--- config.mk ---
export PLATFORM = sky130hd
export DESIGN_NAME = long_math_unit
export DESIGN_NICKNAME = d
export VERILOG_FILES = /design/src/rtl/long_math_pkg.sv /design/src/rtl/long_divider.sv /design/src/rtl/long_math_unit.sv
export SDC_FILE = /design/constraint.sdc
export NUM_CORES = 2
export LEC_CHECK = 0
export BUFFER_PORTS_ARGS = -buffer_cell sky130_fd_sc_hd__buf_2
export CAP_MARGIN = 0
export CORE_ASPECT_RATIO = 0.6
export CORE_UTILIZATION = 45
export CTS_CLUSTER_SIZE = 10
export DETAILED_ROUTE_END_ITERATION = 7
export PLACE_DENSITY_LB_ADDON = 0.12
export SETUP_SLACK_MARGIN = 0.3
export SLEW_MARGIN = 15
export SYNTH_ARGS = -nofsm -noshare
export SYNTH_HDL_FRONTEND = slang
export SYNTH_SLANG_ARGS = --single-unit
--- constraint.sdc ---
create_clock -name pclk -period 17.3 [get_ports pclk]
set_clock_uncertainty 0.1 [all_clocks]
set_input_delay 2.595 -clock pclk [delete_from_list [all_inputs] [get_ports pclk]]
set_output_delay 2.595 -clock pclk [all_outputs]
set_load 0.02 [all_outputs]
--- src/rtl/long_math_pkg.sv ---
// Shared constants and types for the 32-bit long math unit.
// Assumes one clock domain and an APB master that drives the register file.
package long_math_pkg;

  localparam int unsigned       DATA_W      = 32;
  localparam int unsigned       ADDR_W      = 8;
  localparam int unsigned       DIV_STEPS   = 32;
  localparam int unsigned       CHK_IDX_MAX = 15;
  localparam int unsigned       MERGE_SHIFT = 8;

  localparam logic [7:0]        OFF_CONTROL  = 8'h00;
  localparam logic [7:0]        OFF_OPERAND_A = 8'h04;
  localparam logic [7:0]        OFF_CONST_B  = 8'h08;
  localparam logic [7:0]        OFF_RESULT   = 8'h0c;
  localparam logic [7:0]        OFF_STATUS   = 8'h10;

  localparam int unsigned       CTRL_OP_LSB   = 0;
  localparam int unsigned       CTRL_EDGE_BIT = 8;
  localparam int unsigned       CTRL_WB_BIT   = 9;
  localparam int unsigned       CTRL_BCON_BIT = 10;

  localparam int unsigned       STAT_BUSY_BIT  = 0;
  localparam int unsigned       STAT_CHECK_BIT = 1;
  localparam int unsigned       STAT_DIVZ_BIT  = 2;
  localparam int unsigned       STAT_OVR_BIT   = 3;

  localparam logic [31:0]       OPERAND_A_RESET = 32'h0000_0000;
  localparam logic [31:0]       CONST_B_RESET   = 32'h0000_0000;
  localparam logic [31:0]       RESULT_RESET    = 32'h0000_0000;

  typedef enum logic [4:0] {
    OP_ADD   = 5'h00,
    OP_SUB   = 5'h01,
    OP_MUL   = 5'h02,
    OP_DIV   = 5'h03,
    OP_AND   = 5'h04,
    OP_OR    = 5'h05,
    OP_XOR   = 5'h06,
    OP_SHL   = 5'h07,
    OP_SHR   = 5'h08,
    OP_CHK   = 5'h09,
    OP_LSCF  = 5'h0a,
    OP_RSCF  = 5'h0b,
    OP_LSCL  = 5'h0c,
    OP_RSCL  = 5'h0d,
    OP_GET   = 5'h0e,
    OP_LOLIM = 5'h0f,
    OP_HILIM = 5'h10,
    OP_MERGE = 5'h11,
    OP_W2S   = 5'h12,
    OP_SET   = 5'h13
  } op_t;

  typedef enum logic [1:0] {
    PH_IDLE   = 2'b00,
    PH_DIVIDE = 2'b01
  } phase_t;

  typedef struct packed {
    logic b_from_constant;
    logic write_back;
    logic edge_trigger_enable;
    op_t  op;
  } control_t;

  localparam control_t CTRL_RESET = '{b_from_constant: 1'b0, write_back: 1'b0,
                                      edge_trigger_enable: 1'b0, op: OP_ADD};

  typedef struct packed {
    logic overrun;
    logic div_zero;
    logic check_bit;
    logic busy;
  } status_t;

  typedef struct packed {
    control_t    ctrl;
    logic [31:0] operand_a;
    logic [31:0] const_b;
    logic [31:0] result;
    logic [31:0] rdata;
    logic        trig_prev;
    logic        check_bit;
    logic        div_zero;
    logic        overrun;
    logic        result_strobe;
    logic        wb_pending;
    phase_t      phase;
  } core_state_t;

  typedef struct packed {
    logic [31:0] rem;
    logic [31:0] quo;
    logic [31:0] dvs;
    logic [5:0]  count;
    logic        negate;
    logic        done;
  } div_state_t;

endpackage

--- src/rtl/long_divider.sv ---
// Iterative signed divider, one quotient bit per clock, truncating toward zero.
// Assumes the caller never starts it with a zero divisor and waits for done.
`timescale 1ns/1ps
module long_divider (
  input  wire logic        pclk,
  input  wire logic        presetn,
  input  wire logic        start,
  input  wire logic [31:0] dividend,
  input  wire logic [31:0] divisor,
  output logic             busy,
  output logic             done,
  output logic [31:0]      quotient
);

  long_math_pkg::div_state_t s;
  long_math_pkg::div_state_t next_s;
  logic [32:0]               trial;
  logic [31:0]               mag_a;
  logic [31:0]               mag_b;

  always_comb begin
    next_s = s;
    next_s.done = 1'b0;
    mag_a = dividend[31] ? 32'(-dividend) : dividend;
    mag_b = divisor[31] ? 32'(-divisor) : divisor;
    trial = {s.rem, s.quo[31]} - {1'b0, s.dvs};
    if (start && s.count == 6'h00) begin
      next_s.rem = 32'h0000_0000;
      next_s.quo = mag_a;
      next_s.dvs = mag_b;
      next_s.negate = dividend[31] ^ divisor[31];
      next_s.count = 6'(long_math_pkg::DIV_STEPS);
    end else if (s.count != 6'h00) begin
      // Restoring step: keep the trial remainder only when it did not go negative.
      if (!trial[32]) begin
        next_s.rem = trial[31:0];
        next_s.quo = {s.quo[30:0], 1'b1};
      end else begin
        next_s.rem = {s.rem[30:0], s.quo[31]};
        next_s.quo = {s.quo[30:0], 1'b0};
      end
      next_s.count = s.count - 6'h01;
      if (s.count == 6'h01) begin
        next_s.done = 1'b1;
      end
    end
  end

  always_ff @(posedge pclk or negedge presetn) begin
    if (!presetn) begin
      s <= '0;
    end else begin
      s <= next_s;
    end
  end

  assign busy     = (s.count != 6'h00);
  assign done     = s.done;
  // The minimum negative dividend over minus one wraps back to itself.
  assign quotient = s.negate ? 32'(-s.quo) : s.quo;

endmodule // long_divider

--- src/rtl/long_math_unit.sv ---
// Long math unit: 32-bit signed operation on operand A and operand B, APB slave.
// Assumes scan_tick pulses once per controller scan and trigger_in is synchronous.
//
// Operation
// - Result is a 32-bit signed output.
// - Operation chosen by configuration selector.
// - Edge mode evaluates once per trigger rise.
// - Otherwise evaluate every scan cycle.
// - Write-back stores result into operand A.
// - Operand B may come from constant.
// - Add outputs A plus B.
// - Subtract outputs A minus B.
// - Multiply outputs A times B.
// - Divide outputs integer quotient A by B.
// - AND is bitwise across all bits.
// - OR is bitwise across all bits.
// - XOR is bitwise across all bits.
// - Shift left A by B places.
// - Shift right A by B places.
// - Bit check outputs A bit B, 0-15.
// - Low limit outputs larger of A, B.
// - High limit outputs smaller of A, B.
`timescale 1ns/1ps
module long_math_unit (
  input  wire logic        pclk,
  input  wire logic        presetn,
  input  wire logic [7:0]  paddr,
  input  wire logic        psel,
  input  wire logic        penable,
  input  wire logic        pwrite,
  input  wire logic [31:0] pwdata,
  output logic [31:0]      prdata,
  output logic             pready,
  output logic             pslverr,
  input  wire logic [31:0] operand_b,
  input  wire logic        trigger_in,
  input  wire logic        scan_tick,
  output logic [31:0]      long_result_out,
  output logic [31:0]      operand_a_out,
  output logic             result_strobe
);

  long_math_pkg::core_state_t s;
  long_math_pkg::core_state_t next_s;
  long_math_pkg::status_t     status;

  logic        addr_hit;
  logic        wr_access;
  logic        rd_setup;
  logic        eval_req;
  logic        trig_rise;
  logic [31:0] b_eff;
  logic [31:0] res;
  logic        res_ok;
  logic        res_chk;
  logic [63:0] product;
  logic [31:0] shl_val;
  logic [31:0] shr_val;
  logic        b_small;
  logic        div_start;
  logic        div_busy;
  logic        div_done;
  logic [31:0] div_quot;

  long_divider u_div (
    .pclk     (pclk),
    .presetn  (presetn),
    .start    (div_start),
    .dividend (s.operand_a),
    .divisor  (b_eff),
    .busy     (div_busy),
    .done     (div_done),
    .quotient (div_quot)
  );

  always_comb begin
    unique case (paddr)
      long_math_pkg::OFF_CONTROL,
      long_math_pkg::OFF_OPERAND_A,
      long_math_pkg::OFF_CONST_B,
      long_math_pkg::OFF_RESULT,
      long_math_pkg::OFF_STATUS: addr_hit = 1'b1;
      default:                   addr_hit = 1'b0;
    endcase
  end

  // No wait states: read data is captured in the setup cycle so it leaves a flip-flop.
  assign pready    = psel && penable;
  assign pslverr   = psel && penable && !addr_hit;
  assign wr_access = psel && penable && pwrite && addr_hit;
  assign rd_setup  = psel && !penable && !pwrite;

  assign status.busy      = (s.phase == long_math_pkg::PH_DIVIDE) || div_busy;
  assign status.check_bit = s.check_bit;
  assign status.div_zero  = s.div_zero;
  assign status.overrun   = s.overrun;

  // The trigger is sampled once per scan, so a rise is seen across two scans.
  assign trig_rise = scan_tick && trigger_in && !s.trig_prev;
  assign eval_req  = s.ctrl.edge_trigger_enable ? trig_rise : scan_tick;

  assign b_eff   = s.ctrl.b_from_constant ? s.const_b : operand_b;
  assign product = $signed(s.operand_a) * $signed(b_eff);
  assign b_small = (b_eff[31:5] == 27'h0);
  assign shl_val = b_small ? (s.operand_a << b_eff[4:0]) : 32'h0000_0000;
  assign shr_val = b_small ? (s.operand_a >> b_eff[4:0]) : 32'h0000_0000;

  // Combinational result for every single-cycle operation.
  always_comb begin
    res     = s.result;
    res_ok  = 1'b1;
    res_chk = s.check_bit;
    unique case (s.ctrl.op)
      long_math_pkg::OP_ADD: begin
        res = 32'(s.operand_a + b_eff);
      end
      long_math_pkg::OP_SUB: begin
        res = 32'(s.operand_a - b_eff);
      end
      long_math_pkg::OP_MUL: begin
        res = product[31:0];
      end
      long_math_pkg::OP_AND: begin
        res = s.operand_a & b_eff;
      end
      long_math_pkg::OP_OR: begin
        res = s.operand_a | b_eff;
      end
      long_math_pkg::OP_XOR: begin
        res = s.operand_a ^ b_eff;
      end
      long_math_pkg::OP_SHL: begin
        res = shl_val;
      end
      long_math_pkg::OP_SHR: begin
        res = shr_val;
      end
      long_math_pkg::OP_CHK: begin
        // An index outside 0 to 15 is refused rather than guessed at.
        if (b_eff <= 32'(long_math_pkg::CHK_IDX_MAX)) begin
          res_chk = s.operand_a[b_eff[3:0]];
          res     = {31'h0000_0000, s.operand_a[b_eff[3:0]]};
        end else begin
          res_ok = 1'b0;
        end
      end
      long_math_pkg::OP_LSCF: begin
        res_chk = s.operand_a[0];
        res     = shl_val;
      end
      long_math_pkg::OP_RSCF: begin
        res_chk = s.operand_a[0];
        res     = shr_val;
      end
      long_math_pkg::OP_LSCL: begin
        res_chk = s.operand_a[15];
        res     = shl_val;
      end
      long_math_pkg::OP_RSCL: begin
        res_chk = s.operand_a[15];
        res     = shr_val;
      end
      long_math_pkg::OP_LOLIM: begin
        res = ($signed(b_eff) > $signed(s.operand_a)) ? b_eff : s.operand_a;
      end
      long_math_pkg::OP_HILIM: begin
        res = ($signed(b_eff) < $signed(s.operand_a)) ? b_eff : s.operand_a;
      end
      long_math_pkg::OP_MERGE: begin
        res = 32'(s.operand_a + (b_eff << long_math_pkg::MERGE_SHIFT));
      end
      long_math_pkg::OP_W2S: begin
        res = {{16{s.operand_a[15]}}, s.operand_a[15:0]};
      end
      long_math_pkg::OP_DIV,
      long_math_pkg::OP_GET,
      long_math_pkg::OP_SET: begin
        // Division runs in the divider; block addressing is not part of this unit.
        res_ok = 1'b0;
      end
      default: begin
        res_ok = 1'b0;
      end
    endcase
  end

  assign div_start = eval_req && (s.phase == long_math_pkg::PH_IDLE) &&
                     (s.ctrl.op == long_math_pkg::OP_DIV) && (b_eff != 32'h0000_0000);

  always_comb begin
    next_s = s;
    next_s.result_strobe = 1'b0;

    if (scan_tick) begin
      next_s.trig_prev = trigger_in;
    end

    // Register reads are captured in the setup cycle.
    if (rd_setup) begin
      unique case (paddr)
        long_math_pkg::OFF_CONTROL: begin
          // Read back in the same bit positions that a write uses.
          next_s.rdata                                  = 32'h0000_0000;
          next_s.rdata[long_math_pkg::CTRL_OP_LSB +: 5] = s.ctrl.op;
          next_s.rdata[long_math_pkg::CTRL_EDGE_BIT]    = s.ctrl.edge_trigger_enable;
          next_s.rdata[long_math_pkg::CTRL_WB_BIT]      = s.ctrl.write_back;
          next_s.rdata[long_math_pkg::CTRL_BCON_BIT]    = s.ctrl.b_from_constant;
        end
        long_math_pkg::OFF_OPERAND_A: begin
          next_s.rdata = s.operand_a;
        end
        long_math_pkg::OFF_CONST_B: begin
          next_s.rdata = s.const_b;
        end
        long_math_pkg::OFF_RESULT: begin
          next_s.rdata = s.result;
        end
        long_math_pkg::OFF_STATUS: begin
          next_s.rdata = 32'(status);
        end
        default: begin
          next_s.rdata = 32'h0000_0000;
        end
      endcase
    end

    // Software writes come first so that hardware updates below take priority.
    if (wr_access) begin
      unique case (paddr)
        long_math_pkg::OFF_CONTROL: begin
          next_s.ctrl.op                  = long_math_pkg::op_t'(pwdata[long_math_pkg::CTRL_OP_LSB +: 5]);
          next_s.ctrl.edge_trigger_enable = pwdata[long_math_pkg::CTRL_EDGE_BIT];
          next_s.ctrl.write_back          = pwdata[long_math_pkg::CTRL_WB_BIT];
          next_s.ctrl.b_from_constant     = pwdata[long_math_pkg::CTRL_BCON_BIT];
        end
        long_math_pkg::OFF_OPERAND_A: begin
          next_s.operand_a = pwdata;
        end
        long_math_pkg::OFF_CONST_B: begin
          next_s.const_b = pwdata;
        end
        long_math_pkg::OFF_STATUS: begin
          if (pwdata[long_math_pkg::STAT_DIVZ_BIT]) begin
            next_s.div_zero = 1'b0;
          end
          if (pwdata[long_math_pkg::STAT_OVR_BIT]) begin
            next_s.overrun = 1'b0;
          end
        end
        default: begin
        end
      endcase
    end

    unique case (s.phase)
      long_math_pkg::PH_IDLE: begin
        if (eval_req) begin
          if (s.ctrl.op == long_math_pkg::OP_DIV) begin
            if (b_eff == 32'h0000_0000) begin
              next_s.div_zero = 1'b1;
            end else begin
              next_s.phase      = long_math_pkg::PH_DIVIDE;
              next_s.wb_pending = s.ctrl.write_back;
            end
          end else if (res_ok) begin
            next_s.result        = res;
            next_s.check_bit     = res_chk;
            next_s.result_strobe = 1'b1;
            if (s.ctrl.write_back) begin
              next_s.operand_a = res;
            end
          end
        end
      end
      long_math_pkg::PH_DIVIDE: begin
        // Scans that arrive while a quotient is still forming are dropped and flagged.
        if (eval_req) begin
          next_s.overrun = 1'b1;
        end
        if (div_done) begin
          next_s.result        = div_quot;
          next_s.result_strobe = 1'b1;
          next_s.phase         = long_math_pkg::PH_IDLE;
          if (s.wb_pending) begin
            next_s.operand_a = div_quot;
          end
        end
      end
      default: begin
        next_s.phase = long_math_pkg::PH_IDLE;
      end
    endcase
  end

  always_ff @(posedge pclk or negedge presetn) begin
    if (!presetn) begin
      s               <= '0;
      s.ctrl          <= long_math_pkg::CTRL_RESET;
      s.operand_a     <= long_math_pkg::OPERAND_A_RESET;
      s.const_b       <= long_math_pkg::CONST_B_RESET;
      s.result        <= long_math_pkg::RESULT_RESET;
      s.trig_prev     <= 1'b0;
      s.phase         <= long_math_pkg::PH_IDLE;
    end else begin
      s <= next_s;
    end
  end

  assign prdata          = s.rdata;
  assign long_result_out = s.result;
  assign operand_a_out   = s.operand_a;
  assign result_strobe   = s.result_strobe;

endmodule // long_math_unit

* Yosys cells after proc, flatten, opt, wreduce, memory -nomap -nowiden
Index checks and enable logic that the tools add are counted.
Cells by class: bitwise logic cells 6, magnitude comparators 4, equality and inequality tests 30, multipliers 1, $add $sub $neg 8, muxes and demuxes 61, shifts and indexed selects 2, div/mod/pow operators 0, reductions and logical operators 40
Operator list (number):
- $mux W32 | 21
- $pmux W32 S13 | 1
- $mux W64 | 4
- $pmux W32 S5 | 1
- $pmux W32 S2 | 2
- $neg A32 Y32 | 3
- $add A32 B32 Y32 | 2
- $eq A5 B4 Y1 const B | 7
- $sub A33 B32 Y33 | 1
- $and A32 B32 Y32 | 1
- $gt A32 B32 Y1 | 1
- $le A32 B4 Y1 const B | 1
- $logic_not A32 Y1 | 1
- $lt A32 B32 Y1 | 1
- $mul A32 B32 Y32 | 1
- $or A32 B32 Y32 | 1
- $reduce_bool A32 Y1 | 1
- $shl A32 B5 Y32 | 1
- $shr A32 B5 Y32 | 1
- $sub A32 B32 Y32 | 1
- $xor A32 B32 Y32 | 1
- $logic_not A27 Y1 | 1
- $eq A5 B3 Y1 const B | 4
- $mux W1 | 19
- other kinds (40) | 74
Storage, ports and cells: flip-flop bits (word level) 248, ROM bits 0, memories 0, bits in latches 0, bits in writable memories 0

* Logic depth before layout (Yosys ltp)
depth after elaboration 10, gate-level depth with buffers 35, gate-level depth less buffers 29

* Hierarchy
Synthesis repeated with hierarchy kept, for this count alone.
Second synthesis, totals: cells, all modules 5214, area total of the unflattened synthesis 43340.3 um2
Modules (own cells, without submodules):
- long_math_unit | area each 35201.3 um2, times used 1, cells each 4198, seq. area each 3578.4 um2
- long_divider | area each 8139.1 um2, times used 1, cells each 1016, seq. area each 2602.5 um2

* Worst setup path after synthesis
Ideal clock, no wire load.
kind input port to flip-flop, start point input port operand_b[2], end point register s, in the netlist long_result_out[29], arrival 10421 ps, setup time 104 ps, slack 6676 ps, stages on the path 29, cells stage by stage mux2i_4 clkbuf_1 buf_1 clkbuf_1 buf_1 nor2_1 fa_1 fa_1 inv_1 fa_1 fa_1 inv_1 fa_1 fa_1 fa_1 fa_1 ha_1 clkbuf_1 and3_1 o211a_1 o21a_1 a211oi_1 o31a_1 o21bai_1 a21oi_1 xnor2_1 nand2_1 and3_1 a221oi_1
Between the ends: longest elaborated chain between the ends 8, elaborated cells between the ends (all ways) 24, classes of those cells add/sub: 3; mul: 1; order compare: 3; eq/ne: 1; shift: 2; mux: 13; reduce/logical: 1
RTL lines:
- start, declared | line long_math_unit.sv:35 | input wire logic [31:0] operand_b,
- $mux W32 (*) | line long_math_unit.sv:102 | assign b_eff = s.ctrl.b_from_constant ? s.const_b : operand_b;
- parallel branches: the longest is 7 deep, another holds $mul A32 B32 Y32
- end signal, assigned | line long_math_unit.sv:305 | s <= next_s;
- end, declared | line long_math_unit.sv:43 | long_math_pkg::core_state_t s;
Mark *: on every way between the ends. The select of a mux whose other input is x is not followed. A chain may end at the register's enable or synchronous reset.

==> qor.yml <==
clkLatencyLatePin_ns: 0.59
cts_resized: 0
ys_seq_area_share_pct: 14.37
detail_route.wl_per_cell_um: 32.04
dp_hpwl_um: 155700
cts.sinks: 247
synthMuxAreaShare_pct: 8.606
synth_cell_types: 106
synth_top_cell_area_share_pct: 19.13
grt_usage_pct: 41.75
synth_commonest_cells: "619 x nand2_1, 573 x nor2_1, 507 x inv_1, 411 x fa_1, 339 x ha_1"
synth_compound_area_share_pct: 16.78
synth_warnings: 0
cp_top_family: "adder cells"
cap_violations: 0
firstDrtPassIters: 7
vias: 41117
grt_pass1_vias: 37473
synth_nets: 6025
worst_path_most_repeated_cell: "fa_1"
fin_crit_ns: 10.89
synth_top_family_by_area: "adder cells"
netlist_area_um2: 43000
antenna_found_initial: 11
synth_ff_type: "dfrtp_1"
async_flop_share_pct: 100.0
fin_nets: 5951
critPathLaunchType: "input pin"
cp.required_ns: 17.62
port_buffers: 177
arrival_ns: 11.21
synth_enable_flop_cells: 0
numCtsBuffers: 28
ant_nets: 0
post_cts.repair.setup_buffers: 0
cts_buffer_depth: 3
rows: 87
synthXorXnorAreaFrac_pct: 5.589
finish.utilization_pct: 48.16
drt_iter0_drc: 6275
fp.dieW_um: 401.1
max_stage_delay_ns: 0.58
avgSynthCellArea_um2: 8.277
num-fill-cells: 9348
start_util_pct: 45.62
overflow: 0
die_area_um2: 96850
synth_fa_ha_area_share_pct: 29.00
die_y_um: 241.5
drc: 0
finalHoldViolations: 0
outcome: "finished clean"
cts.clk_slew.worst_paths_ns: 0.07
cts_tree: "done"
viasPerCell: 6.450
path_class: "input pin to register"
max_freq_mhz: 91.82
setup_viol_count_final: 0
slowest_stage: "xnor2_1"
setup_tns_ns: 0
min_period_over_period_pct: 62.95
synth.area.top_cells: "fa_1 19%, dfrtp_1 14%, ha_1 9.9%, nand2_1 5.4%, nor2_1 5.0%"
slew_violations: 0
worst_hold_path_type: "register to register"
grt_pass1_wl_um: 289000
yosys.area_share.simple_pct: 15.87
crit_buf_inv: 7
syn_inst: 5196
slew_headroom_pct: 4.633
layout-drive-gt1-share_pct: 11.20
rsz0062_at_grt: "false"
synthToLayoutAreaGrowth_pct: 5.566
ctsHtreeMaxLevel: 1
tightest_slew_ns: 1.431
synth_top_area_cell: "fa_1"
gp_congestion: 1.079
routed_wl_um: 204200
cts_hold_buffers: 0
crit_path_end_kind: "register"
grt_max_degree: 131
io_pins: 178
root_buffer: "clkbuf_16"
core_area_um2: 94270
critical_path.max_fanout: 25
yosysMostFrequentCell: "nand2_1"
synth_seq_cells: 247
[tightest hold or removal path: stages, from the launching register on]
cell and delay, ns:
dfrtp_1 0.34, nand2_1 0.05, o31ai_1 0.06
[layer usage]
layer	track usage, %	part of all wire [%]
met5	0	0.011
met4	9.706	2.9
met3	18.54	17
met2	52.79	36
met1	62.91	44
[through the flow]
stage | cells | hold WS (ns) | setup slack (ns) | area, um2
after global routing | 6371 | 0.3987 | 6.242 | 45390
after floorplan | 5196 | 0.3482 | 6.676 | 43010
after detailed placement | 6333 | 0.3657 | 6.061 | 44600
after global placement | 6333 | 0.3582 | 6.206 | 44600
after CTS | 6365 | 0.3785 | 6.637 | 45330
final | 6375 | 0.3749 | 6.409 | 45400
[logic make-up (layout without fill, tap and decap cells)]
kind of cell,after synthesis,after routing
AO/OA/AOI/OAI,1105,1105
XOR/XNOR,272,272
adder cells (fa/ha/maj),750,750
buffers and inverters,981,909
flip-flops,247,247
multiplexers,274,274
other,0,5
AND/OR/NAND/NOR,1567,1567
[worst paths after layout]
check                              from                 to  slack (ns)  depth (start not counted)
max                        operand_b[5]  operand_a_out[25]        6.41                         29
min                          prdata[29]         prdata[29]        0.37                          2
max reg2reg                      s[143]  operand_a_out[25]        6.92                         29
min reg2reg                  prdata[29]         prdata[29]        0.37                          2
max in group asynchronous       presetn        u_div.s[34]       13.65                          2
min in group asynchronous       presetn         prdata[25]        1.98                          1
[cell type report]
class	instances	area, um2	share of cell area [%]
multi-input combinational	3968	32760	72.17
clock buffer	30	708.2	1.560
timing repair buffer	332	2097	4.619
tap	1246	1559	3.434
inverter	545	2048	4.512
sequential	247	6188	13.63
antenna	5	12.51	0.02756
clock inverter	2	21.27	0.04685
[flip-flops by register name, summed over array words and instances, names as in the netlist]
signal / cells
operand_a_out: 32
u_div.s: 103
result_strobe: 1
s: 46
prdata: 32
long_result_out: 32
u_div.done: 1
[cells in the final DEF (no fill, tap or decap), drive strengths merged, types with 25 or more instances in the layout]
cell type and instances:
xnor2 221, mux4 58, nor2b 27, o21a 34, buf 332, fa 411, inv 526, nand2b 33
a211oi 59, dfrtp 247, nor3 72, nor2 574, a21oi 199, xor2 50, o31ai 51, o22ai 25
nand3 58, a21o 46, ha 339, and3 28, mux2 48, a221oi 49, nor4 30, nand2 619
clkbuf 30, o21ai 365, mux2i 168, a22oi 44, o211ai 50
Power is left out: the tool's default activity adds up to more than one toggle a clock period on the data nets, which glitch-free logic cannot reach.
